## src/framer_regs_pkg.sv

```systemverilog
// Constants and carrier types shared by the framer control and status block
package framer_regs_pkg;

	// ------------------------------------------------------------------
	// Register map
	// ------------------------------------------------------------------
	localparam logic [7:0] ADDR_MSG_CTRL_B = 8'h0B;
	localparam logic [7:0] ADDR_CHAN_STAT_A = 8'h0C;
	localparam logic [7:0] RESET_MSG_CTRL = 8'h00;
	localparam logic [1:0] RESET_CHAN_CTRL = 2'h0;

	// ------------------------------------------------------------------
	// Field positions in message_control_b
	// ------------------------------------------------------------------
	localparam int BIT_DELETE_ON_ERROR = 7;
	localparam int BIT_HOST_CHECKSUM_VERIFY = 6;
	localparam int BIT_INSERT_CHECKSUM = 5;
	localparam int BIT_TX_SIZE_CHECK = 4;
	localparam int BIT_KEEP_MESSAGE = 3;
	localparam int BIT_RX_CHECKSUM_CHECK = 2;
	localparam int BIT_MESSAGE_READY_MODE = 1;
	localparam int BIT_LINE_INVERT = 0;

	// ------------------------------------------------------------------
	// Field positions in channel_status_a
	// ------------------------------------------------------------------
	localparam int BIT_CHANNEL_SOFT_RESET = 7;
	localparam int BIT_FRAMER_ENABLE = 6;
	localparam int BIT_LATCHED_LOW = 3;
	localparam int BIT_LIVE_LOW = 0;

	// ------------------------------------------------------------------
	// Message checksum and timing
	// ------------------------------------------------------------------
	localparam int CHECKSUM_WIDTH = 6;
	localparam logic [7:0] CHECKSUM_SEED = 8'h52;
	localparam int SOFT_RESET_CYCLES = 2;

	// Host register access, one request per cycle
	typedef struct packed {
		logic write;
		logic read;
		logic [7:0] addr;
		logic [7:0] wdata;
	} reg_req_t;

	// Live fault inputs of the first channel
	typedef struct packed {
		logic currentLimit;
		logic underVoltage;
		logic driverFault;
	} fault_t;

endpackage : framer_regs_pkg

```

## src/msg_checksum.sv

```systemverilog
// Six-bit message checksum folded from an 8-bit running accumulator
`timescale 1ns/100ps
module msg_checksum (
	// Accumulated message octets, check octet bits under check masked
	input wire logic [7:0] accum,
	// Resulting six-bit checksum
	output logic [5:0] checksum
);

	// ------------------------------------------------------------------
	// Fold the eight-bit xor into six bits: odd and even bit parity, then four bit pairs
	// ------------------------------------------------------------------
	always_comb begin
		checksum[5] = accum[7] ^ accum[5] ^ accum[3] ^ accum[1];
		checksum[4] = accum[6] ^ accum[4] ^ accum[2] ^ accum[0];
		checksum[3] = accum[7] ^ accum[6];
		checksum[2] = accum[5] ^ accum[4];
		checksum[1] = accum[3] ^ accum[2];
		checksum[0] = accum[1] ^ accum[0];
	end

endmodule : msg_checksum

```

## src/framer_msg_ctrl.sv

```systemverilog
// Message control of the second channel and channel status of the first
//
// Overview of operation
// - Delete-on-error flushes queue on checksum/size error
// - Host checksum mismatch sets transmit checksum error
// - Insert checksum replaces six check-octet bits
// - Size check mismatch raises transmit error unless sending began early
// - No auto delete once sending began early
// - Keep-message retains queue; host flushes it
// - Without keep-message, queue empties after sending
// - Receive checksum check sets receive error flag
// - Ready interrupt: whole clean message or first word
// - Line invert clear makes pins line inverse
// - Soft reset clears framer enable and latched flags, self-clears
// - Framer enable activates handler and queues
// - Latched flags set on rising edge, clear-on-read
// - Current-limit live flag follows supply limiter
// - Undervoltage live flag follows supply monitor
// - Driver fault live flag follows line driver
// - Receive checksum error clears on error-register read
`timescale 1ns/100ps
module framer_msg_ctrl #(
	parameter int RESET_CYCLES = framer_regs_pkg::SOFT_RESET_CYCLES
) (
	// Clock and reset
	input wire logic clk,
	input wire logic sys_rst,
	// Host register access
	input wire framer_regs_pkg::reg_req_t regReq,
	output logic [7:0] regRdata,
	// Channel error register read strobe from the error register
	input wire logic errorRegRead,
	// Live faults of the first channel, asynchronous pins
	input wire framer_regs_pkg::fault_t faultPin,
	// Transmit message events of the second channel
	input wire logic txOctetValid,
	input wire logic [7:0] txOctet,
	input wire logic txCheckOctet,
	input wire logic txLoadDone,
	input wire logic [7:0] txByteCount,
	input wire logic txStart,
	input wire logic txSent,
	// Receive message events of the second channel
	input wire logic rxOctetValid,
	input wire logic [7:0] rxOctet,
	input wire logic rxCheckOctet,
	input wire logic rxDone,
	input wire logic rxOtherError,
	// Second channel line and logic pins
	input wire logic lineIn,
	input wire logic txLogic,
	output logic rxLogic,
	output logic lineOut,
	// Second channel queue controls and results
	output logic txQueueFlush,
	output logic [7:0] checkOctetOut,
	output logic transmitChecksumError,
	output logic receiveChecksumError,
	output logic transmitErrorIrq,
	output logic receiveDataReadyIrq,
	// First channel controls
	output logic framerEnableA,
	output logic channelResetA
);

	// ------------------------------------------------------------------
	// Module state
	// ------------------------------------------------------------------
	typedef struct packed {
		logic [7:0] msgCtrl;
		logic framerEnable;
		logic softReset;
		logic [3:0] resetCount;
		logic [2:0] liveMeta;
		logic [2:0] liveSync;
		logic [2:0] livePrev;
		logic [2:0] latched;
		logic [7:0] txAccum;
		logic [7:0] txCheck;
		logic [7:0] txCount;
		logic txLoaded;
		logic txEarly;
		logic [7:0] rxAccum;
		logic [7:0] rxCount;
		logic [5:0] rxCheck;
		logic txChkErr;
		logic rxChkErr;
		logic txErrIrq;
		logic rxRdyIrq;
		logic flush;
		logic [7:0] rdata;
		logic lineSync0;
		logic lineSync1;
	} state_t;

	// Seed of both message accumulators
	localparam logic [7:0] CHECKSEED = framer_regs_pkg::CHECKSUM_SEED;

	state_t cur;
	state_t next_cur;
	logic [5:0] txSum;
	logic [5:0] rxSum;
	logic [7:0] ctrl;
	logic txSizeBad;
	logic txSumBad;

	// Checksum of the transmit message
	msg_checksum txChecksum (
		.accum(cur.txAccum),
		.checksum(txSum)
	);

	// Checksum of the received message
	msg_checksum rxChecksum (
		.accum(cur.rxAccum),
		.checksum(rxSum)
	);

	assign ctrl = cur.msgCtrl;
	assign txSizeBad = ctrl[framer_regs_pkg::BIT_TX_SIZE_CHECK]
		&& (cur.txCount != txByteCount);
	assign txSumBad = ctrl[framer_regs_pkg::BIT_HOST_CHECKSUM_VERIFY]
		&& (cur.txCheck[5:0] != txSum);

	// ------------------------------------------------------------------
	// Next-state logic
	// ------------------------------------------------------------------
	always_comb begin
		logic readStat;
		logic delErr;
		logic [7:0] accBase;
		logic [7:0] cntBase;
		readStat = 1'b0;
		delErr = 1'b0;
		// A load after a finished message starts from scratch
		accBase = cur.txLoaded ? CHECKSEED : cur.txAccum;
		cntBase = cur.txLoaded ? 8'h00 : cur.txCount;
		next_cur = cur;
		next_cur.flush = 1'b0;
		next_cur.txErrIrq = 1'b0;
		next_cur.rxRdyIrq = 1'b0;

		// Fault pins pass two flops before use
		next_cur.liveMeta = faultPin;
		next_cur.liveSync = cur.liveMeta;
		next_cur.livePrev = cur.liveSync;
		next_cur.lineSync0 = lineIn;
		next_cur.lineSync1 = cur.lineSync0;

		// Register writes, address decode
		if (regReq.write) begin
			if (regReq.addr == framer_regs_pkg::ADDR_MSG_CTRL_B) begin
				next_cur.msgCtrl = regReq.wdata;
			end else if (regReq.addr == framer_regs_pkg::ADDR_CHAN_STAT_A) begin
				next_cur.framerEnable =
					regReq.wdata[framer_regs_pkg::BIT_FRAMER_ENABLE];
				if (regReq.wdata[framer_regs_pkg::BIT_CHANNEL_SOFT_RESET]) begin
					next_cur.softReset = 1'b1;
					next_cur.resetCount = 4'h0;
				end
			end
		end

		// Register reads; only status read has a side effect
		next_cur.rdata = 8'h00;
		if (regReq.read) begin
			if (regReq.addr == framer_regs_pkg::ADDR_MSG_CTRL_B) begin
				next_cur.rdata = cur.msgCtrl;
			end else if (regReq.addr == framer_regs_pkg::ADDR_CHAN_STAT_A) begin
				next_cur.rdata = {cur.softReset, cur.framerEnable,
					cur.latched, cur.liveSync};
				readStat = 1'b1;
			end
		end

		// Latched flags: clear on read, but a new edge wins
		if (readStat) begin
			next_cur.latched = 3'h0;
		end
		next_cur.latched = next_cur.latched
			| (cur.liveSync & ~cur.livePrev);

		// Soft reset of the first channel, self clearing
		if (cur.softReset) begin
			next_cur.framerEnable = 1'b0;
			next_cur.latched = 3'h0;
			next_cur.resetCount = cur.resetCount + 4'h1;
			if (cur.resetCount == 4'(RESET_CYCLES - 1)) begin
				next_cur.softReset = 1'b0;
			end
		end

		// Transmit message collection
		if (txOctetValid) begin
			// Without this a stale early flag would leak into the next message
			if (cur.txLoaded) begin
				next_cur.txLoaded = 1'b0;
				next_cur.txEarly = 1'b0;
			end
			next_cur.txCount = cntBase + 8'h01;
			if (txCheckOctet) begin
				next_cur.txCheck = txOctet;
				// Only the two type bits take part in the sum
				next_cur.txAccum = accBase ^ {txOctet[7:6], 6'h00};
			end else begin
				next_cur.txAccum = accBase ^ txOctet;
			end
		end
		if (txStart && !cur.txLoaded) begin
			next_cur.txEarly = 1'b1;
		end

		// Checks when the whole message is loaded
		if (txLoadDone) begin
			next_cur.txLoaded = 1'b1;
			if (txSumBad) begin
				next_cur.txChkErr = 1'b1;
			end
			if (txSizeBad && !cur.txEarly) begin
				next_cur.txErrIrq = 1'b1;
			end
			delErr = (txSumBad || txSizeBad) && !cur.txEarly;
			if (delErr && ctrl[framer_regs_pkg::BIT_DELETE_ON_ERROR]) begin
				next_cur.flush = 1'b1;
			end
		end

		// After sending, keep or drop the message
		if (txSent) begin
			next_cur.txLoaded = 1'b0;
			next_cur.txEarly = 1'b0;
			if (!ctrl[framer_regs_pkg::BIT_KEEP_MESSAGE]) begin
				next_cur.flush = 1'b1;
			end
		end

		// A flush restarts the transmit accumulator and byte count
		if (next_cur.flush && !ctrl[framer_regs_pkg::BIT_KEEP_MESSAGE]) begin
			next_cur.txAccum = CHECKSEED;
			next_cur.txCount = 8'h00;
		end else if (next_cur.flush) begin
			next_cur.txAccum = CHECKSEED;
			next_cur.txCount = 8'h00;
		end

		// Receive message collection
		if (rxOctetValid) begin
			next_cur.rxCount = cur.rxCount + 8'h01;
			if (cur.rxCount == 8'h00
				&& !ctrl[framer_regs_pkg::BIT_MESSAGE_READY_MODE]) begin
				next_cur.rxRdyIrq = 1'b1;
			end
			if (rxCheckOctet) begin
				next_cur.rxAccum = cur.rxAccum ^ {rxOctet[7:6], 6'h00};
				next_cur.rxCheck = rxOctet[5:0]; // Held until message end
			end else begin
				next_cur.rxAccum = cur.rxAccum ^ rxOctet;
			end
		end
		if (rxDone) begin
			next_cur.rxCount = 8'h00;
			next_cur.rxAccum = CHECKSEED;
			if (ctrl[framer_regs_pkg::BIT_RX_CHECKSUM_CHECK]
				&& rxSum != cur.rxCheck) begin
				next_cur.rxChkErr = 1'b1;
			end else if (ctrl[framer_regs_pkg::BIT_MESSAGE_READY_MODE]
				&& !rxOtherError) begin
				next_cur.rxRdyIrq = 1'b1;
			end
		end

		// Error flags clear on error-register read; a set wins
		if (errorRegRead) begin
			next_cur.txChkErr = txLoadDone && txSumBad;
			next_cur.rxChkErr = next_cur.rxChkErr && rxDone;
		end

		// Synchronous reset
		if (sys_rst) begin
			next_cur = '0;
			next_cur.msgCtrl = framer_regs_pkg::RESET_MSG_CTRL;
			next_cur.txAccum = CHECKSEED;
			next_cur.rxAccum = CHECKSEED;
		end
	end

	// ------------------------------------------------------------------
	// State register
	// ------------------------------------------------------------------
	always_ff @(posedge clk) begin
		cur <= next_cur;
	end

	// ------------------------------------------------------------------
	// Outputs
	// ------------------------------------------------------------------
	// Inverting line drivers: default setting presents the inverse
	assign rxLogic = ctrl[framer_regs_pkg::BIT_LINE_INVERT]
		? cur.lineSync1 : ~cur.lineSync1;
	assign lineOut = ctrl[framer_regs_pkg::BIT_LINE_INVERT]
		? txLogic : ~txLogic;
	// Check octet sent on the line, checksum inserted when asked
	assign checkOctetOut = ctrl[framer_regs_pkg::BIT_INSERT_CHECKSUM]
		? {cur.txCheck[7:6], txSum} : cur.txCheck;
	assign regRdata = cur.rdata;
	assign txQueueFlush = cur.flush;
	assign transmitChecksumError = cur.txChkErr;
	assign receiveChecksumError = cur.rxChkErr;
	assign transmitErrorIrq = cur.txErrIrq;
	assign receiveDataReadyIrq = cur.rxRdyIrq;
	assign framerEnableA = cur.framerEnable;
	assign channelResetA = cur.softReset;

endmodule : framer_msg_ctrl

```

## config.mk

```make
export PLATFORM = sky130hd
export DESIGN_NAME = framer_msg_ctrl
export DESIGN_NICKNAME = d
export VERILOG_FILES = /design/src/framer_regs_pkg.sv /design/src/msg_checksum.sv /design/src/framer_msg_ctrl.sv
export SDC_FILE = /design/constraint.sdc
export NUM_CORES = 1
export LEC_CHECK = 0
export ABC_AREA = 1
export ABC_CLOCK_PERIOD_IN_PS = 2000
export BUFFER_PORTS_ARGS = -buffer_cell sky130_fd_sc_hd__buf_2
export CORE_MARGIN = 4
export CORE_UTILIZATION = 55
export DETAILED_ROUTE_END_ITERATION = 16
export PLACE_DENSITY = 0.81
export SKIP_LAST_GASP = 1
export SYNTH_ARGS = -nofsm -noshare
export SYNTH_HDL_FRONTEND = slang
export SYNTH_SLANG_ARGS = --single-unit
```

## constraint.sdc

```tcl
create_clock -name clk -period 2 [get_ports clk]
set_input_delay 0.2 -clock clk [delete_from_list [all_inputs] [get_ports clk]]
set_output_delay 0.2 -clock clk [all_outputs]
set_load 0.005 [all_outputs]
```

## Yosys cells after proc, flatten, opt, wreduce, memory -nomap -nowiden

Cells that the tools add are included.

| storage, ports and cells | value |
|---|---|
| register bits | 89 |
| input port bits | 59 |
| output and inout bits | 25 |
| logic and storage cells | 144 |

| cells by class | value |
|---|---|
| add/subtract/negate cells | 3 |
| eq/ne operators | 7 |
| muxes and demuxes | 38 |
| bitwise logic cells | 32 |
| reduce and logical (&&, ||, !) cells | 40 |

Operators with widths:

| kind | number |
|---|---|
| $mux W8 | 6 |
| $xor A8 B8 Y8 | 4 |
| $mux W5 | 5 |
| $mux W1 | 23 |
| $xor A1 B1 Y1 | 20 |
| $add A8 B1 Y8 const B | 2 |
| $eq A8 B4 Y1 const B | 2 |
| $reduce_bool A2 Y1 | 8 |
| $logic_and A1 B1 Y1 | 12 |
| $ne A6 B6 Y1 | 2 |
| $reduce_and A2 Y1 | 5 |
| $reduce_or A2 Y1 | 5 |
| $logic_not A8 Y1 | 1 |
| $ne A8 B8 Y1 | 1 |
| $mux W6 | 1 |
| $logic_not A1 Y1 | 5 |
| $not A1 Y1 | 5 |
| $add A4 B1 Y4 const B | 1 |
| $eq A4 B1 Y1 const B | 1 |
| $mux W2 | 2 |
| $reduce_and A4 Y1 | 1 |
| $and A3 B3 Y3 | 1 |
| $mux W3 | 1 |
| $not A3 Y3 | 1 |
| 5 further kinds | 5 |

## Longest topological paths before layout

Gate-level depths: netlist of run 1.

| logic depth | value |
|---|---|
| depth in word-level cells | 14 |
| gate-level depth with buffers | 15 |
| gate-level depth less buffers | 14 |

## Modules after synthesis

From an unflattened synthesis of run 1, not the netlist that was laid out.

| second synthesis, totals | value |
|---|---|
| cell total of the unflattened synthesis | 631 |
| area total of the unflattened synthesis | 4424.2 um2 |

Modules (own cells, without submodules):

| module | times used | cells each | area an instance (um2) | sequential area each (um2) |
|---|---|---|---|---|
| framer_msg_ctrl | 1 | 551 | 4073.9 | 1781.7 |
| msg_checksum | 2 | 40 | 175.2 | 0.0 |

## Least setup slack after synthesis of run 1

Ideal clock, no wire load.

| timing path | value |
|---|---|
| kind | register to register |
| start | register cur[57] in the netlist's numbering |
| end | register cur[57] in the netlist's numbering |
| setup time | 0.062 ns |
| arrival | 1.371 ns |
| data required time | 1.938 ns |
| setup slack | 0.568 ns |
| stages on the path, launching flop included | 16 |
| buffers on the path | 1 |
| path through | dfxtp_1 > inv_1 > nand2_1 > nand2_1 > nand2_1 > nand2_1 > nand2_1 > nand2_1 > nor2_1 > nand2_1 > nand2_1 > nand2_2 > nand2_4 > nand3_4 > buf_6 > nor2_2 |

| on the way | value |
|---|---|
| longest elaborated chain between the ends | 13 |

RTL lines:

| item | RTL line | RTL |
|---|---|---|
| start: declaration | framer_msg_ctrl.sv:99 | `state_t cur;` |
| start signal: assignment | framer_msg_ctrl.sv:291 | `cur <= next_cur;` |
| $xor A1 B1 Y1 (2 in series) | msg_checksum.sv:15 | `checksum[4] = accum[6] ^ accum[4] ^ accum[2] ^ accum[0];` |
| $ne A6 B6 Y1 | framer_msg_ctrl.sv:123 | `&& (cur.txCheck[5:0] != txSum);` |
| $logic_and A1 B1 Y1 | framer_msg_ctrl.sv:123 |  |
| $logic_or A1 B1 Y1 | framer_msg_ctrl.sv:222 | `delErr = (txSumBad \|\| txSizeBad) && !cur.txEarly;` |
| $logic_and A1 B1 Y1 | framer_msg_ctrl.sv:222 |  |
| $logic_and A1 B1 Y1 | framer_msg_ctrl.sv:223 | `if (delErr && ctrl[framer_regs_pkg::BIT_DELETE_ON_ERROR]) begin` |
| $mux W1 | framer_msg_ctrl.sv:223 |  |
| $mux W1 | framer_msg_ctrl.sv:214 | `if (txLoadDone) begin` |
| $mux W1 | framer_msg_ctrl.sv:232 | `if (!ctrl[framer_regs_pkg::BIT_KEEP_MESSAGE]) begin` |
| $mux W1 | framer_msg_ctrl.sv:229 | `if (txSent) begin` |
| $logic_and A1 B1 Y1 | framer_msg_ctrl.sv:238 | `if (next_cur.flush && !ctrl[framer_regs_pkg::BIT_KEEP_MESSAGE]) begin` |
| $reduce_or A3 Y1 (no line) | n/a |  |

Parallel ways exist; a longest one is shown, timed or not.
A chain may end at the register's enable or synchronous reset.

## Worst setup path after layout of run 1

| timing path | value |
|---|---|
| start | register cur[60] in the netlist's numbering |
| end | register cur[39] in the netlist's numbering |

| on the way | value |
|---|---|
| longest elaborated chain between the ends | 14 |

RTL lines:

| item | RTL line | RTL |
|---|---|---|
| $xor A1 B1 Y1 (3 in series) | msg_checksum.sv:14 | `checksum[5] = accum[7] ^ accum[5] ^ accum[3] ^ accum[1];` |
| $ne A6 B6 Y1 * | framer_msg_ctrl.sv:123 |  |
| $logic_and A1 B1 Y1 * | framer_msg_ctrl.sv:123 |  |
| $logic_or A1 B1 Y1 * | framer_msg_ctrl.sv:222 |  |
| $logic_and A1 B1 Y1 * | framer_msg_ctrl.sv:222 |  |
| $logic_and A1 B1 Y1 * | framer_msg_ctrl.sv:223 |  |
| $mux W1 * | framer_msg_ctrl.sv:223 |  |
| $mux W1 * | framer_msg_ctrl.sv:214 |  |
| $mux W1 | framer_msg_ctrl.sv:232 |  |
| $mux W1 * | framer_msg_ctrl.sv:229 |  |
| $logic_and A1 B1 Y1 | framer_msg_ctrl.sv:238 |  |
| $reduce_or A3 Y1 (no line) * | n/a |  |

Every way passes the cells marked *; elsewhere a longest branch is shown, timed or not.

==> results.py, run 1 <==
metrics = {
    "timing": {
        "min_period_ns": 1.72,
        "grt_setup_unrepaired": "no",
        "fin_setup_tns_ns": 0,
        "setup-violations-final": 0,
        "drv_slew": 0,
        "finalHoldViolCount": 0,
        "max_freq_ghz": 0.582,
        "tightest_slew_ns": 0.602,
        "fin_skew_ns": 0.0168,
        "whs_ns": 0.0413,
        "slew-limit-headroom_pct": 59.8,
        "fin_crit_sh_pct": 85.9,
    },
    "clock_tree": {
        "clk_pin_slew_worst_paths_ns": 0.09,
        "insertion_delay_ns": 0.36,
        "cts_root_buf": "clkbuf_8",
        "cts-buffers-inserted": 9,
        "cts_tree": "yes",
        "holdBufCountCts": 0,
        "cts.htree.levels": 3,
        "post_cts_resized": 0,
        "clock_sinks": 89,
        "cts_buffer_depth": 2,
        "postCtsSetupBuffers": 0,
    },
    "route": {
        "wirelength_um": 9540,
        "firstDrtPassIters": 7,
        "vias": 3914,
        "route.detailed.wl_per_inst_um": 12.3,
        "drtAntennaViolNets": 0,
        "drc": 0,
        "vias_per_cell": 5.06,
        "drtIter0Drc": 171,
    },
    "floorplanning": {
        "placeableCoreArea_um2": 7370,
        "ios": 84,
        "die_w_um": 95.7,
        "die_y_um": 95.7,
        "dieArea_um2": 9160,
        "start_util_pct": 57.4,
        "fp-row-count": 31,
    },
    "grt": {
        "antenna_found_initial": 0,
        "grt_pass1_vias": 3628,
        "grt_pass1_wl_um": 15400,
        "overflow": 0,
        "groute.usage.overall_pct": 21.4,
        "grt_max_degree": 19,
    },
    "finish": {
        "stdcell_count": 773,
        "drive_above_1_share_pct": 18.8,
        "multi_input_area_um2": 2050,
        "diodes": 0,
        "area_growth_pct": 15.7,
        "final_cell_mix": "nand2_1 (146), dfxtp_1 (89), buf_2 (83)",
        "nNetsFinal": 733,
        "nFillCells": 653,
        "final_common_cell": "nand2_1",
        "seq_area_um2": 1780,
    },
    "worst_setup_path": {
        "cp_num_buf_inv": 1,
        "cp-end-kind": "flip-flop",
        "max_stage_delay_ns": 0.42,
        "start_kind": "flip-flop",
        "reg2reg_from": "cur[60]$_SDFFE_PP0P_",
        "crit_start": "cur[60]$_SDFFE_PP0P_",
        "crit_fanout": 13,
        "crit_type": "flip-flop to flip-flop",
        "crit_arrival_ns": 2.00,
        "cp_common_cell": "nand2_1",
        "critical-path-top-delay-family": "simple AND/OR/NAND/NOR gates",
        "crit_slowest_cell": "dfxtp_1",
        "r2r_slack_ns": 0.28,
        "cp_cell_sequence": "inv_1 > nand2_1 > nand2_1 > nand2_1 > nand2_1 > nand2_1 > nand2_1 > nor2_1 > nand2_1 > nand2_1 > nand2_2 > nand2_4 > nand3_4 > nor2_1",
        "critPathRequiredTime_ns": 2.29,
    },
    "power": {
        "vdd_drop_max_uv": 503,
        "p_leak_nw": 2.20,
        "cellPowerDensity_nw_per_um2": 725,
    },
    "synth": {
        "yosysUniqueCellTypes": 29,
        "yosysWarnings": 0,
        "synth_ff_type": "dfxtp_1",
        "yosysTopAreaCellShare_pct": 42.1,
        "avgSynthCellArea_um2": 7.15,
        "synth-seq-cells": 89,
        "synth_edf_count": 0,
        "yosysSeqAreaShare_pct": 42.1,
        "async_flop_share_pct": 0,
        "syn-instance-count": 592,
        "synthTopCellsByArea": "dfxtp_1 (42%), nand2_1 (13%), a21oi_1 (6.1%)",
        "synth_fp_nets": 656,
        "synthesis.area_um2": 4230,
        "yosys.area.top_type": "dfxtp_1",
    },
    "placement": {
        "port-buffer-count": 83,
        "hpwl_um": 7330,
        "post-place-cells": 757,
        "gp_congestion": 0.967,
    },
    "worst_hold_path": {
        "worst_hold_path_type": "input pin to flip-flop",
        "min_from": "lineIn",
    },
    "flow_run": {
        "drv_cap": 0,
    },
    "outcome": {
        "status": "completed",
    },
}
[state kept, by name, indices dropped and copies added, names as in the netlist]
name                   cells
transmitChecksumError      1
receiveChecksumError       1
cur                       66
framerEnableA              1
transmitErrorIrq           1
channelResetA              1
regRdata                   8
txQueueFlush               1
receiveDataReadyIrq        1
ctrl                       8
[cell type report]
cell class              instances  share of cell area, %
multi-input cells             410                   41.9
clock inverters                 6                   1.94
inverters                      72                   5.52
well taps                      99                   2.53
clock buffers                  10                   2.61
repair buffers                 87                   9.09
flip-flops and latches         89                   36.4
[power by group]
group	internal [mW]	total, mW	switching (mW)	leakage, nW
registers	1.82	1.85	0.0335	0.724
clock network	0.720	1.36	0.639	0.112
logic	0.142	0.340	0.198	1.36
total	2.68	3.55	0.870	2.20
[path summary, 6_finish.rpt]
kind	depth (start not counted)	end
max	14	cur[39]$_SDFFE_PP0P_
min	3	cur[1]$_SDFF_PP0_
max reg2reg	14	cur[39]$_SDFFE_PP0P_
min reg2reg	2	cur[0]$_SDFF_PP0_
[metal layers]
layer / share of wire, % / up-vias / global-route usage, %
li1: - / 2018 / -
met1: 42 / 1757 / 24.4
met2: 50 / 113 / 38.0
met3: 5.1 / 26 / 3.60
met4: 2.8 / 0 / 11.1
met5: 0 / - / 0
[synth_stat cells (all sizes together), types with 8 or more instances]
cell	instances
buf	13
dfxtp	89
xnor2	19
a21oi	52
inv	69
nor2	66
nand2	148
o21ai	34
xor2	15
clkbuf	8
nand4	10
nor3	16
or2	10
nand3	24
[tightest hold or removal path, delay by kind of cell]
family	cells	cell delay, ns
buffers and inverters	2	0.13
and+or+nand+nor	1	0.03
[logic make-up after synthesis]
| logic type | Yosys count | share of synthesized area [%] |
|---|---|---|
| AOI/OAI and AO/OA | 88 | 10.5 |
| xor gates and xnor gates | 34 | 7.04 |
| adders and majority gates | 5 | 1.48 |
| buffers and inverters | 93 | 9.37 |
| DFF | 89 | 42.1 |
| and+or+nand+nor | 283 | 29.5 |
[through the flow]
step	total power, mW	cell area (um2)	utilization (%)	setup WS [ns]
6_report	3.55	4900	66.5	0.282
5_1_grt	3.70	4900	66.5	0.0553
4_1_cts	3.58	4900	66.5	0.291
3_5_place_dp	2.23	4680	63.4	0.316
3_3_place_gp	2.22	4680	63.4	0.371
2_1_floorplan	2.10	4230	-	0.568
Power figures use the tool's default switching activity.
==> run 2, diff against run 1 <==
- ABC_CLOCK_PERIOD_IN_PS: 2000 -> 1950
- PLACE_DENSITY: 0.81 -> 0.8
- SYNTH_HIERARCHICAL: not set -> 1
- clock period: 2 -> 1.95 ns (I/O delays scaled with it)
==> results.py, run 2 <==
metrics = {
    "timing": {
        "fin_crit_sh_pct": 93.1,
        "setup-violations-final": 0,
        "max_freq_ghz": 0.551,
        "drv_slew": 0,
        "slew-limit-headroom_pct": 61.8,
        "min_period_ns": 1.81,
        "tightest_slew_ns": 0.572,
        "finalHoldViolCount": 0,
        "fin_skew_ns": 0.0104,
    },
    "synth": {
        "avgSynthCellArea_um2": 7.01,
        "yosysUniqueCellTypes": 34,
        "synthTopCellsByArea": "dfxtp_1 (40%), nand2_1 (14%), inv_1 (7.1%)",
        "yosysMostFrequentCell": "nand2_1",
        "syn-instance-count": 631,
        "synthesis.area_um2": 4420,
        "synth_edf_count": 0,
        "yosysTopAreaCellShare_pct": 40.3,
        "synth_fp_nets": 695,
        "async_flop_share_pct": 0,
        "synth-seq-cells": 89,
        "synth_common_cells": "nand2_1 (170), dfxtp_1 (89), inv_1 (84)",
        "synth_ff_type": "dfxtp_1",
        "yosysSeqAreaShare_pct": 40.3,
        "yosysWarnings": 6,
        "yosys.area.top_type": "dfxtp_1",
    },
    "worst_setup_path": {
        "critPathRequiredTime_ns": 2.24,
        "crit_fanout": 7,
        "crit_slowest_cell": "dfxtp_1",
        "start_kind": "flip-flop",
        "max_stage_delay_ns": 0.42,
        "cp_common_cell": "nand2_1",
        "reg2reg_depth": 13,
        "cp-end-kind": "flip-flop",
        "crit_arrival_ns": 2.11,
        "r2r_slack_ns": 0.14,
        "crit_type": "flip-flop to flip-flop",
        "cp_cell_sequence": "nand2_1 > inv_1 > nor2_1 > nand2_1 > nand2_1 > xor2_1 > nor2_1 > nand3_1 > nand2_1 > nand2_2 > nand2_4 > nand3_4 > nor2_1",
    },
    "grt": {
        "grt_pass1_vias": 3854,
        "overflow": 0,
        "groute.usage.overall_pct": 21.4,
        "antenna_found_initial": 0,
        "grt_pass1_wl_um": 16900,
        "grt_max_degree": 19,
    },
    "clock_tree": {
        "cts_root_buf": "clkbuf_8",
        "holdBufCountCts": 0,
        "post_cts_resized": 0,
        "cts_buffer_depth": 2,
        "postCtsSetupBuffers": 0,
        "clock_sinks": 89,
        "cts-buffers-inserted": 9,
        "clk_pin_slew_worst_paths_ns": 0.09,
        "cts.htree.levels": 3,
        "insertion_delay_ns": 0.36,
        "cts_tree": "yes",
    },
    "finish": {
        "area_growth_pct": 14.5,
        "final_cell_mix": "nand2_1 (170), dfxtp_1 (87), inv_1 (84)",
        "largest_reg_flops": 66,
        "diodes": 0,
        "final_common_cell": "nand2_1",
        "drive_above_1_share_pct": 19.7,
        "largest-register": "cur",
        "stdcell_count": 813,
        "nNetsFinal": 770,
    },
    "route": {
        "firstDrtPassIters": 4,
        "drc": 0,
        "route.detailed.wl_per_inst_um": 12.6,
        "vias_per_cell": 4.99,
        "drtAntennaViolNets": 0,
        "drtIter0Drc": 189,
        "vias": 4054,
        "wirelength_um": 10300,
    },
    "worst_hold_path": {
        "worst_hold_path_type": "input pin to flip-flop",
        "min_path_cells": 3,
    },
    "floorplanning": {
        "ios": 84,
        "placeableCoreArea_um2": 7770,
        "start_util_pct": 57.0,
        "dieArea_um2": 9540,
        "die_y_um": 97.7,
        "fp-row-count": 32,
        "die_w_um": 97.7,
    },
    "power": {
        "power_frac_clock_pct": 36.6,
        "switching_share_pct": 26.8,
        "switchingPower_mw": 0.963,
        "p_leak_nw": 2.31,
        "fin_total_pwr_mw": 3.59,
        "cellPowerDensity_nw_per_um2": 709,
        "intPower_mw": 2.63,
        "power_frac_seq_pct": 53.0,
        "p_comb_share_pct": 10.4,
        "vdd_drop_max_uv": 388,
    },
    "placement": {
        "post-place-cells": 796,
        "port-buffer-count": 83,
        "hpwl_um": 7830,
        "gp_congestion": 0.981,
    },
    "outcome": {
        "status": "completed",
    },
    "flow_run": {
        "drv_cap": 0,
    },
}
[run 2: area by class of cell]
class                           instances  area, um2
Clock buffer                            9        124
Clock inverter                          7       82.6
Fill cell                             687       2700
Inverter                               88        330
Multi-Input combinational cell        430       2170
Sequential cell                        89       1780
Tap cell                              102        128
Timing Repair Buffer                   88        453
[run 2: logic make-up (layout without fill, tap and decap cells)]
family	Yosys count	after routing	synth area share, %
adders and majority gates	5	5	1.41
xor gates and xnor gates	32	32	6.33
DFF	89	89	40.3
AOI/OAI and AO/OA	93	93	10.9
buffers and inverters	113	192	11.3
and+or+nand+nor	299	300	29.7
[run 2: path summary, 6_finish.rpt]
| check | from | end |
|---|---|---|
| worst max-delay path | cur[55]$_SDFFE_PP0P_ | cur[40]$_SDFFE_PP0P_ |
| worst min-delay path | lineIn | cur[1]$_SDFF_PP0_ |
| worst max register to register | cur[55]$_SDFFE_PP0P_ | cur[40]$_SDFFE_PP0P_ |
| worst min register to register | cur[73]$_SDFF_PP0_ | cur[70]$_SDFF_PP0_ |
[run 2: worst max-delay path, delay by kind of cell (launching register included)]
family,cells,cell delay (ns)
xor gates and xnor gates,1,0.15
buffers and inverters,1,0.07
and+or+nand+nor,11,1.09
DFF,1,0.42
[run 2: power groups by stage]
| stage | Combinational [mW] | Sequential (mW) | Clock (mW) |
|---|---|---|---|
| global route | 0.422 | 1.91 | 1.42 |
| CTS | 0.367 | 1.90 | 1.34 |
| finish | 0.374 | 1.90 | 1.32 |
| global placement | 0.354 | 1.94 | 0 |
| detailed placement | 0.365 | 1.94 | 0 |
| floorplan | 0.231 | 1.94 | 0 |
[run 2: per-layer routing]
metal,global-route usage [%],up-vias,routed length [um]
li1,-,2118,-
met5,0,-,0
met4,7.03,0,106
met1,26.2,1810,4590
met2,37.2,117,5000
met3,4.52,9,576
[run 2: per-stage QoR]
stage	setup slack, ns	utilization, %	hold slack, ns	TNS [ns]	cell area [um2]
final	0.135	65.2	0.0319	0	5070
after global routing	-0.00181	65.2	0.0175	-0.00181	5070
after CTS	0.0498	64.9	0.0138	0	5040
after detailed placement	0.101	62.2	0.392	0	4830
after global placement	0.211	62.2	0.391	0	4830
after floorplan	0.446	-	0.274	0	4420
